**src/rtl/sicp_pkg.sv**
```systemverilog
// Purpose: Shared constants for the serial configuration port.
// Assumes: System clock 125 MHz; serial lines sampled by that clock.
// Notes: Register indexes are byte locations on the serial bus.
package sicp_pkg;
    localparam logic [6:0] WRITE_ADDR7 = 7'h6E;
    localparam logic [7:0] WRITE_ADDR_BYTE = 8'hDC;
    localparam logic [7:0] READ_ADDR_BYTE = 8'hDD;
    localparam logic [7:0] IDX_CONFIG = 8'h00;
    localparam logic [7:0] IDX_BYTE_COUNT = 8'h06;
    localparam logic [7:0] CONFIG_RESET = 8'h07;
    localparam logic [7:0] CONFIG_WRITE_MASK = 8'hC7;
    localparam logic [7:0] BYTE_COUNT_RESET = 8'h07;
    localparam int BIT_PD_FLOAT = 7;
    localparam int BIT_STOP_FLOAT = 6;
    localparam int BIT_LOW_BW = 2;
    localparam int BIT_ZDB = 1;
    localparam int BIT_UNDIVIDED = 0;
    localparam int SYNC_STAGES = 2;
endpackage

```
**src/rtl/sicp_line_if.sv**
```systemverilog
// Purpose: Carries conditioned serial bus events between modules.
// Assumes: All signals are on the system clock.
// Notes: Pulses last one clock.
`timescale 1ns/1ps
`default_nettype none
interface sicp_line_if;
    logic start_seen;
    logic stop_seen;
    logic scl_rise;
    logic scl_fall;
    logic sda_level;
    modport source (output start_seen, stop_seen, scl_rise, scl_fall,
        sda_level);
    modport sink (input start_seen, stop_seen, scl_rise, scl_fall,
        sda_level);
endinterface
`default_nettype wire

```
**src/rtl/sicp_line_sync.sv**
```systemverilog
// Purpose: Synchronises the serial lines and finds edges and conditions.
// Assumes: Serial clock much slower than the system clock.
// Notes: Only second-stage values feed the edge logic.
`timescale 1ns/1ps
`default_nettype none
module sicp_line_sync (
    input wire logic clk,       // System clock.
    input wire logic reset_n,   // Synchronous reset, active low.
    input wire logic scl_in,    // Serial clock pin level.
    input wire logic sda_in,    // Serial data pin level.
    sicp_line_if.source ev      // Conditioned events.
);
    logic [1:0] scl_sync_q;
    logic [1:0] sda_sync_q;
    logic scl_prev_q;
    logic sda_prev_q;

    always_ff @(posedge clk) begin
        if (!reset_n) begin
            scl_sync_q <= 2'h3;
            sda_sync_q <= 2'h3;
            scl_prev_q <= 1'b1;
            sda_prev_q <= 1'b1;
        end else begin
            scl_sync_q <= {scl_sync_q[0], scl_in};
            sda_sync_q <= {sda_sync_q[0], sda_in};
            scl_prev_q <= scl_sync_q[1];
            sda_prev_q <= sda_sync_q[1];
        end
    end

    assign ev.scl_rise = scl_sync_q[1] && !scl_prev_q;
    assign ev.scl_fall = !scl_sync_q[1] && scl_prev_q;
    assign ev.start_seen = scl_sync_q[1] && scl_prev_q && sda_prev_q &&
        !sda_sync_q[1];
    assign ev.stop_seen = scl_sync_q[1] && scl_prev_q && !sda_prev_q &&
        sda_sync_q[1];
    assign ev.sda_level = sda_sync_q[1];
endmodule
`default_nettype wire

```
**src/rtl/sicp_port.sv**
```systemverilog
// Purpose: Indexed block read and write slave with configuration byte.
// Assumes: Host keeps the serial protocol; lines are open drain.
// Notes: Only the configuration and byte-count bytes are stored.
`timescale 1ns/1ps
`default_nettype none
module sicp_port (
    input wire logic clk,                  // System clock, 125 MHz.
    input wire logic reset_n,              // Synchronous reset, low.
    input wire logic scl_in,               // Serial clock pin.
    input wire logic sda_in,               // Serial data pin level.
    output logic sda_out,                  // Data drive value, always 0.
    output logic sda_oe,                   // High pulls data line low.
    output logic powerdown_float_select,   // Float outputs in power-down.
    output logic stop_float_select,        // Float outputs when halted.
    output logic loop_bandwidth_select,    // 1 selects low bandwidth.
    output logic zero_delay_buffer_mode,   // 1 selects zero-delay mode.
    output logic input_halve_select        // 1 passes input undivided.
);
    typedef enum {
        SICP_IDLE, SICP_ADDR, SICP_ADDR_ACK, SICP_INDEX, SICP_INDEX_ACK,
        SICP_COUNT, SICP_COUNT_ACK, SICP_WDATA, SICP_WDATA_ACK,
        SICP_RDATA, SICP_RACK, SICP_IGNORE
    } sicp_state_t;

    sicp_line_if ev ();
    sicp_state_t state_q;
    logic [7:0] shift_q;
    logic [2:0] bit_q;
    logic [7:0] index_q;
    logic [7:0] left_q;
    logic [7:0] config_q;
    logic [7:0] byte_count_q;
    logic reading_q;
    logic count_sent_q;
    logic drive_q;
    logic [7:0] rd_byte;
    logic [7:0] next_shift;

    sicp_line_sync u_sync (
        .clk(clk),
        .reset_n(reset_n),
        .scl_in(scl_in),
        .sda_in(sda_in),
        .ev(ev)
    );

    assign next_shift = {shift_q[6:0], ev.sda_level};

    always_comb begin
        rd_byte = 8'h00;
        if (index_q == sicp_pkg::IDX_CONFIG) begin
            rd_byte = config_q;
        end else if (index_q == sicp_pkg::IDX_BYTE_COUNT) begin
            rd_byte = byte_count_q;
        end
    end

    // ------------------------------------------------------------------
    // Protocol sequencer
    // ------------------------------------------------------------------
    always_ff @(posedge clk) begin
        if (!reset_n) begin
            state_q <= SICP_IDLE;
            shift_q <= 8'h00;
            bit_q <= 3'h0;
            index_q <= 8'h00;
            left_q <= 8'h00;
            reading_q <= 1'b0;
            count_sent_q <= 1'b0;
        end else if (ev.stop_seen) begin
            state_q <= SICP_IDLE;
        end else if (ev.start_seen) begin
            // A repeated start keeps the stored index for the read.
            state_q <= SICP_ADDR;
            bit_q <= 3'h0;
        end else begin
            unique case (state_q)
                SICP_IDLE, SICP_IGNORE: begin
                end
                SICP_ADDR, SICP_INDEX, SICP_COUNT, SICP_WDATA: begin
                    if (ev.scl_rise) begin
                        shift_q <= next_shift;
                        bit_q <= bit_q + 3'h1;
                    end
                    if (ev.scl_rise && bit_q == 3'h7) begin
                        unique case (state_q)
                            SICP_ADDR: begin
                                if (next_shift ==
                                    sicp_pkg::WRITE_ADDR_BYTE) begin
                                    reading_q <= 1'b0;
                                    state_q <= SICP_ADDR_ACK;
                                end else if (next_shift ==
                                    sicp_pkg::READ_ADDR_BYTE) begin
                                    reading_q <= 1'b1;
                                    count_sent_q <= 1'b0;
                                    left_q <= byte_count_q;
                                    state_q <= SICP_ADDR_ACK;
                                end else begin
                                    state_q <= SICP_IGNORE;
                                end
                            end
                            SICP_INDEX: begin
                                index_q <= next_shift;
                                state_q <= SICP_INDEX_ACK;
                            end
                            SICP_COUNT: begin
                                left_q <= next_shift;
                                state_q <= SICP_COUNT_ACK;
                            end
                            default: begin
                                state_q <= SICP_WDATA_ACK;
                            end
                        endcase
                    end
                end
                SICP_ADDR_ACK, SICP_INDEX_ACK, SICP_COUNT_ACK,
                SICP_WDATA_ACK: begin
                    // Acknowledge ends on the falling edge after the ninth.
                    if (ev.scl_fall && drive_q) begin
                        bit_q <= 3'h0;
                        unique case (state_q)
                            SICP_ADDR_ACK: begin
                                if (reading_q) begin
                                    shift_q <= left_q;
                                    state_q <= SICP_RDATA;
                                end else begin
                                    state_q <= SICP_INDEX;
                                end
                            end
                            SICP_INDEX_ACK: state_q <= SICP_COUNT;
                            SICP_COUNT_ACK: begin
                                state_q <= (left_q == 8'h00) ?
                                    SICP_IGNORE : SICP_WDATA;
                            end
                            default: begin
                                index_q <= index_q + 8'h01;
                                left_q <= left_q - 8'h01;
                                state_q <= (left_q == 8'h01) ?
                                    SICP_IGNORE : SICP_WDATA;
                            end
                        endcase
                    end
                end
                SICP_RDATA: begin
                    if (ev.scl_fall && bit_q == 3'h0) begin
                        shift_q <= rd_byte;
                    end else if (ev.scl_fall) begin
                        shift_q <= {shift_q[6:0], 1'b0};
                    end
                    if (ev.scl_rise) begin
                        bit_q <= bit_q + 3'h1;
                        if (bit_q == 3'h7) begin
                            state_q <= SICP_RACK;
                        end
                    end
                end
                SICP_RACK: begin
                    if (ev.scl_rise) begin
                        if (ev.sda_level) begin
                            state_q <= SICP_IGNORE;
                        end else begin
                            state_q <= SICP_RDATA;
                            bit_q <= 3'h0;
                            if (count_sent_q) begin
                                index_q <= index_q + 8'h01;
                            end
                            count_sent_q <= 1'b1;
                        end
                    end
                end
            endcase
        end
    end

    // ------------------------------------------------------------------
    // Data line drive
    // ------------------------------------------------------------------
    always_ff @(posedge clk) begin
        if (!reset_n) begin
            drive_q <= 1'b0;
        end else if (ev.start_seen || ev.stop_seen) begin
            drive_q <= 1'b0;
        end else if (ev.scl_fall) begin
            unique case (state_q)
                SICP_ADDR_ACK, SICP_INDEX_ACK, SICP_COUNT_ACK,
                SICP_WDATA_ACK: begin
                    // count follows acknowledge
                    // The count's first bit replaces the acknowledge at
                    // once; releasing here would lose that bit.
                    if (state_q == SICP_ADDR_ACK && reading_q && drive_q) begin
                        drive_q <= !left_q[7];
                    end else begin
                        drive_q <= !drive_q;
                    end
                end
                SICP_RDATA: begin
                    if (bit_q == 3'h0) begin
                        drive_q <= !rd_byte[7];
                    end else begin
                        drive_q <= !shift_q[6];
                    end
                end
                default: drive_q <= 1'b0;
            endcase
        end
    end

    // ------------------------------------------------------------------
    // Stored registers
    // ------------------------------------------------------------------
    always_ff @(posedge clk) begin
        if (!reset_n) begin
            config_q <= sicp_pkg::CONFIG_RESET;
            byte_count_q <= sicp_pkg::BYTE_COUNT_RESET;
        end else if (state_q == SICP_WDATA && ev.scl_rise &&
            bit_q == 3'h7 && !ev.start_seen && !ev.stop_seen) begin
            if (index_q == sicp_pkg::IDX_CONFIG) begin
                config_q <= next_shift & sicp_pkg::CONFIG_WRITE_MASK;
            end else if (index_q == sicp_pkg::IDX_BYTE_COUNT) begin
                byte_count_q <= next_shift;
            end
        end
    end

    assign powerdown_float_select = config_q[sicp_pkg::BIT_PD_FLOAT];
    assign stop_float_select = config_q[sicp_pkg::BIT_STOP_FLOAT];
    assign loop_bandwidth_select = config_q[sicp_pkg::BIT_LOW_BW];
    assign zero_delay_buffer_mode = config_q[sicp_pkg::BIT_ZDB];
    assign input_halve_select = config_q[sicp_pkg::BIT_UNDIVIDED];
    assign sda_out = 1'b0;
    assign sda_oe = drive_q;
endmodule
`default_nettype wire

```
**config.mk**
```make
export PLATFORM = sky130hd
export DESIGN_NAME = sicp_port
export DESIGN_NICKNAME = d
export VERILOG_FILES = /design/src/rtl/sicp_pkg.sv /design/src/rtl/sicp_line_if.sv /design/src/rtl/sicp_line_sync.sv /design/src/rtl/sicp_port.sv
export SDC_FILE = /design/constraint.sdc
export NUM_CORES = 1
export LEC_CHECK = 0
export BUFFER_PORTS_ARGS = -buffer_cell sky130_fd_sc_hd__buf_2
export CAP_MARGIN = 20
export CORE_ASPECT_RATIO = 1.2
export CORE_MARGIN = 2
export CORE_UTILIZATION = 25
export DETAILED_ROUTE_END_ITERATION = 7
export PLACE_DENSITY_LB_ADDON = 0.3
export SKIP_LAST_GASP = 1
export SYNTH_ARGS = -nofsm -noshare
export SYNTH_HDL_FRONTEND = slang
export SYNTH_SLANG_ARGS = --single-unit
```
**constraint.sdc**
```tcl
create_clock -name clk -period 1.65 [get_ports clk]
set_input_delay 0.33 -clock clk [delete_from_list [all_inputs] [get_ports clk]]
set_output_delay 0.33 -clock clk [all_outputs]
set_load 0.01 [all_outputs]
```
Word level (Yosys, flattened, before mapping)
Index checks and enable logic that the tools add are counted.
- output and inout port bits: 7
- register bits: 80
- input bits: 4
- logic and storage cells: 177
- bitwise logic cells: 4
- equal/unequal tests: 43
- reductions and logical operators: 55
- muxes and demuxes: 57
- $add $sub $neg: 3
- operators by type and width (cell ; count):
    32-bit one-hot mux with 3 select lines ; 2
    32-bit by 3-bit equality test with 1-bit output, second input constant ; 5
    32-bit 2-to-1 mux ; 5
    32-bit by 4-bit equality test with 1-bit output, second input constant ; 4
    32-bit one-hot mux with 4 select lines ; 1
    8-bit 2-to-1 mux ; 14
    32-bit by 2-bit equality test with 1-bit output, second input constant ; 2
    7-bit 2-to-1 mux ; 6
    32-bit by 1-bit equality test with 1-bit output, second input constant ; 1
    8-bit one-hot mux with 2 select lines ; 2
    2-bit inequality test, second input constant ; 15
    3-bit inequality test, second input constant ; 10
    8-bit one-hot mux with 3 select lines ; 1
    6-bit AND reduction ; 4
    7-bit one-hot mux with 3 select lines ; 1
    4-bit 2-to-1 mux ; 5
    9-bit AND reduction ; 2
    8-bit equality test, second input constant ; 2
    1-bit logical AND ; 16
    8-bit logical NOT ; 2
    3-bit 2-to-1 mux ; 5
    1-bit 2-to-1 mux ; 11
    1-bit logical NOT ; 10
    10-bit AND reduction ; 1
    24 further kinds ; 35

Logic depth before layout (Yosys ltp)
- depth after elaboration: 7
- depth in mapped cells: 8
- gate-level depth less buffers: 7

By module
Synthesis repeated with hierarchy kept, for this count alone.
- cells, all modules: 388
- area total of the unflattened synthesis: 3229.3 sq um
- modules (own cells, without submodules) (module ; times used ; area each (sq um) ; seq. area each (sq um) ; cells an instance):
    sicp_port ; 1 ; 3039.2 ; 920.9 ; 372
    sicp_line_sync ; 1 ; 190.2 ; 120.1 ; 16

Least setup slack after synthesis
OpenSTA, ideal clock, no wires.
- path type: flip-flop to flip-flop
- from: register bit_q[0]
- to: register config_q[1]
- period minus slack after synthesis: 1.707 ns
- stages on the path, launching flop included: 8
- library setup time: 0.130 ns
- arrival: 1.577 ns
- path buffers: 0
- required time: 1.520 ns
- setup slack: -0.057 ns
- cell sequence: dfxtp_1 ha_1 ha_1 nand3b_1 nor4_4 nand2_1 mux2i_1 nand2_1
- word-level cells in the longest chain between the ends: 5
- RTL lines (item ; RTL line ; source):
    from (decl) ; sicp_port.sv:28 ; logic [2:0] bit_q;
    from (signal assigned) ; sicp_port.sv:83 ; bit_q <= bit_q + 3'h1;
    from (signal assigned) ; sicp_port.sv:151 ; bit_q <= bit_q + 3'h1;
    3-bit equality test ; sicp_port.sv:216 ; bit_q == 3'h7 && !ev.start_seen && !ev.stop_seen) begin
    1-bit logical AND ; sicp_port.sv:215 ; end else if (state_q == SICP_WDATA && ev.scl_rise &&
    1-bit logical AND (2 in series) ; sicp_port.sv:216 ;
    2-bit AND reduction (no line) ; -- ;
    to (signal assigned) ; sicp_port.sv:213 ; config_q <= sicp_pkg::CONFIG_RESET;
    to (signal assigned) ; sicp_port.sv:218 ; config_q <= next_shift & sicp_pkg::CONFIG_WRITE_MASK;
    to (decl) ; sicp_port.sv:31 ; logic [7:0] config_q;
No other way between the ends.
A chain may end at the register's enable or synchronous reset.

Final worst setup path
- from: register state_q[1]
- to: register reading_q
- word-level cells in the longest chain between the ends: 3
- elaborated cells between the ends (all ways): 6
- classes of those cells: eq/ne: 4; reduce/logical: 2
- RTL lines (item ; RTL line ; source):
    from (decl) ; sicp_port.sv:26 ; sicp_state_t state_q;
    from (signal assigned) ; sicp_port.sv:132 ; state_q <= (left_q == 8'h00) ?
    from (signal assigned) ; sicp_port.sv:138 ; state_q <= (left_q == 8'h01) ?
    32-bit by 3-bit equality test with 1-bit output, or another cell as far along ; sicp_port.sv:77 ; unique case (state_q)
    4-bit OR reduction ; sicp_port.sv:77 ;
    6-bit AND reduction (no line) * ; -- ;
    to (signal assigned) ; sicp_port.sv:68 ; reading_q <= 1'b0;
    to (signal assigned) ; sicp_port.sv:90 ; reading_q <= 1'b0;
    to (signal assigned) ; sicp_port.sv:94 ; reading_q <= 1'b1;
    to (decl) ; sicp_port.sv:33 ; logic reading_q;
Every way passes the cells marked *; elsewhere a longest branch is shown, timed or not.

==> impl_metrics.csv <==
group,metric,value,unit
critical_path,critPathMaxFanout,9,
synthesis,avgSynthCellArea,8.377,sq um
placement,pre_cts_ws,-336.1,ps
synthesis,synth_seq_cells,52,
synthesis,ys_async_sr_fraction,0,%
global_route,grt_use_total,15.72,%
power,internal-power,0.005021,W
sta,fin_crit_sh,113.9,%
cells_and_area,drive_gt1_share,44.03,%
critical_path,critical_path_class,"reg2reg",
die,start_util,25.61,%
critical_path,crit_family,"simple AND/OR/NAND/NOR gates",
synthesis,yosys_warnings,0,
power,switching_share,43.60,%
placement,routabilityCongestion,0.9082,
cells_and_area,diodes,0,
critical_path,slowest_delay,560,ps
clocking,cts_tree,"yes",
clocking,cts_buffers,5,
sta,layout_setup_ws,-230.1,ps
die,dieArea,14450,sq um
detailed_routing,vias_per_cell,5.191,
power,p_comb_share,67.9,%
synthesis,netlist_area,3376,sq um
critical_path,endpoint_kind,"register",
synthesis,yosysMostFrequentCell,"dfxtp_1",
critical_path,cpMaxStageDelayCell,"or4b_4",
job,cap_violations,0,
synthesis,synth_top_family_by_area,"compound AO/OA/AOI/OAI gates",
synthesis,synthTopCellsByCount,"dfxtp_1, nand2_1, a21oi_1, nor2_1, mux2i_1",
detailed_routing,wire_per_inst,16.49,microns
critical_path,cp-start-kind,"register",
hold_path,min_path_type,"in2reg",
die,core,13180,sq um
global_route,grt_pass1_vias,3491,
detailed_routing,route.detailed.drc,0,
sta,setup_tns,-5590,ps
power,power.density,1732,nW/um^2
die,die_width,110.1,microns
synthesis,synthTopCellsByArea,"dfxtp_1, mux2i_1, nand2_1",
placement,io_buffers,9,
synthesis,syn_nets,416,
power,ir_worst_vdd,0.7477,mV
power,p_seq_share,19.3,%
clocking,insertion_delay,300,ps
critical_path,critPathBufInv,3,
synthesis,muxShareOfSynthArea,7.450,%
cells_and_area,area_delta_synth_final,52.22,%
global_route,overflow,0,
critical_path,arrival,2070,ps
run_status,run_status,"finished, violations left",
synthesis,yosysTopAreaCellShare,30.84,%
synthesis,synth_compound_area_share,28.09,%
cells_and_area,fin_nets,523,
sta,hold_viol,0,
sta,grt_setup_unrepaired,"true",
critical_path,crit_chain,"buf_12 -> or4b_4 -> buf_6 -> nor3_4 -> buf_6 -> mux2i_1 -> nor2_1",
sta,finalSetupViolCount,45,
detailed_routing,route.vias.total,3525,
sta,slew_violations,0,
detailed_routing,antenna_left,0,
power,p_leak,2.124,nW
clocking,cts_buffer_depth,2,
global_route,grt_pass1_wl,17820,microns
synthesis,synth_ff_type,"dfxtp_1",
power,p_sw,0.003881,W
synthesis,synth_seq_area_share,30.84,%
die,die_h,131.3,microns
clocking,clk_pin_slew,70,ps
synthesis,synthAdderAreaFrac,3.336,%
synthesis,yosys.area_share.simple,24.50,%
detailed_routing,wl,11200,microns
clocking,ctsRootBufferMaster,"clkbuf_16",
die,rows,46,
critical_path,critPathRequiredTime,1840,ps
clocking,hold_buffers,0,
synthesis,yosysUniqueCellTypes,75,
run_status,violations,"negative setup slack",
global_route,antenna_found_initial,0,
clocking,htreeDepth,2,
placement,detailed_place_hpwl,7933,microns
critical_path,cpMostUsedCell,"buf_6",
clocking,cts_sinks,52,
global_route,grt_max_degree,38,
synthesis,syn_inst,403,
die,ios,11,
synthesis,synth_edf_count,0,
synthesis,synth_top_area_cell,"dfxtp_1",
sta,finalClockSkew,3.932,ps
detailed_routing,dr.pass1.iters,5,
synthesis,synth_xor_area_share,0.2595,%
power,clockPowerShare,12.8,%
sta,period_needed,1880,ps
sta,fmax,531.9,MHz
detailed_routing,initialDrtViolationCount,185,
[path summary, 6_finish.rpt]
path	from	end	depth (start not counted)	slack, ps
hold reg to reg	u_sync.scl_sync_q[0]	u_sync.scl_sync_q[1]	1	410
hold / removal	sda_in	u_sync.sda_sync_q[0]	2	200
setup reg to reg	state_q[1]	reading_q	7	-230
setup / recovery	state_q[1]	reading_q	7	-230
[timing repair]
item,4_1_cts,5_1_grt
pin swaps,26,17
endpoints found under the setup margin,46,46
gates resized for setup,83,37
cloned,2,0
hold endpoints to repair,0,0
setup buffers,11,11
[layer usage]
| metal | track usage, % | vias up | wire length, microns |
|---|---|---|---|
| li1 | - | 1727 | - |
| met1 | 19.34 | 1676 | 4818 |
| met2 | 27.10 | 91 | 5677 |
| met3 | 1.835 | 31 | 309 |
| met4 | 6.470 | 0 | 394 |
| met5 | 0 | - | 0 |
[state kept, by name, summed over array words and instances (netlist names)]
register,count
u_sync.sda_prev_q,1
left_q,8
bit_q,3
u_sync.scl_prev_q,1
config_q,5
sda_oe,1
u_sync.scl_sync_q,2
byte_count_q,8
index_q,8
reading_q,1
state_q,4
shift_q,7
count_sent_q,1
u_sync.sda_sync_q,2
[cell families after synthesis]
family,Yosys count
AOI/OAI and AO/OA,133
xor gates and xnor gates,1
other,1
and+or+nand+nor,144
muxes,25
adders and majority gates,9
DFF,52
buffers and inverters,38
[metrics by stage]
| step | instance area [sq um] | hold WS, ps | utilization (%) | std cells | power, W |
|---|---|---|---|---|---|
| after floorplan | 3415 | 386.3 | - | 403 | 0.004460 |
| after global placement | 4277 | 391.0 | 32.45 | 649 | 0.006393 |
| after detailed placement | 4277 | 394.4 | 32.45 | 649 | 0.006378 |
| after CTS | 4926 | 197.8 | 37.37 | 670 | 0.008591 |
| after global routing | 5139 | 202.5 | 38.99 | 679 | 0.009419 |
| final | 5139 | 204.1 | 38.99 | 679 | 0.008902 |
[worst register-to-register path, cell delays in order (launching register included)]
cell	delay [ps]
dfxtp_4	360
buf_12	130
or4b_4	570
buf_6	150
nor3_4	200
buf_6	140
mux2i_1	170
nor2_1	50
[power by group through the flow]
stage                     sequential, W  combinational [W]  clock [W]
after CTS                       0.00170            0.00570    0.00118
after global routing            0.00175            0.00644    0.00123
final                           0.00172            0.00605    0.00114
after floorplan                 0.00169            0.00277          0
after global placement          0.00169            0.00470          0
after detailed placement        0.00170            0.00468          0
[layout by cell type, fill, tap and decap left out, drive strengths merged, types with 11 or more instances in the layout]
| master | synthesis | layout |
|---|---|---|
| nand2 | 49 | 50 |
| o21ai | 26 | 26 |
| dfxtp | 52 | 52 |
| mux2i | 24 | 24 |
| nor2 | 28 | 28 |
| a21oi | 32 | 32 |
| buf | 20 | 123 |
| nand2b | 11 | 11 |
| inv | 11 | 14 |
[area by class of cell]
cell class                 count  area, sq um
clock buffer                   5        125.1
clock inverter                 3        28.78
fill                        1280         8041
inverter                      12        45.04
multi-input combinational    315         2623
sequential                    52         1062
tap                          168        210.2
timing repair buffer         124         1045
No activity file was read; power rests on OpenSTA's default activity.
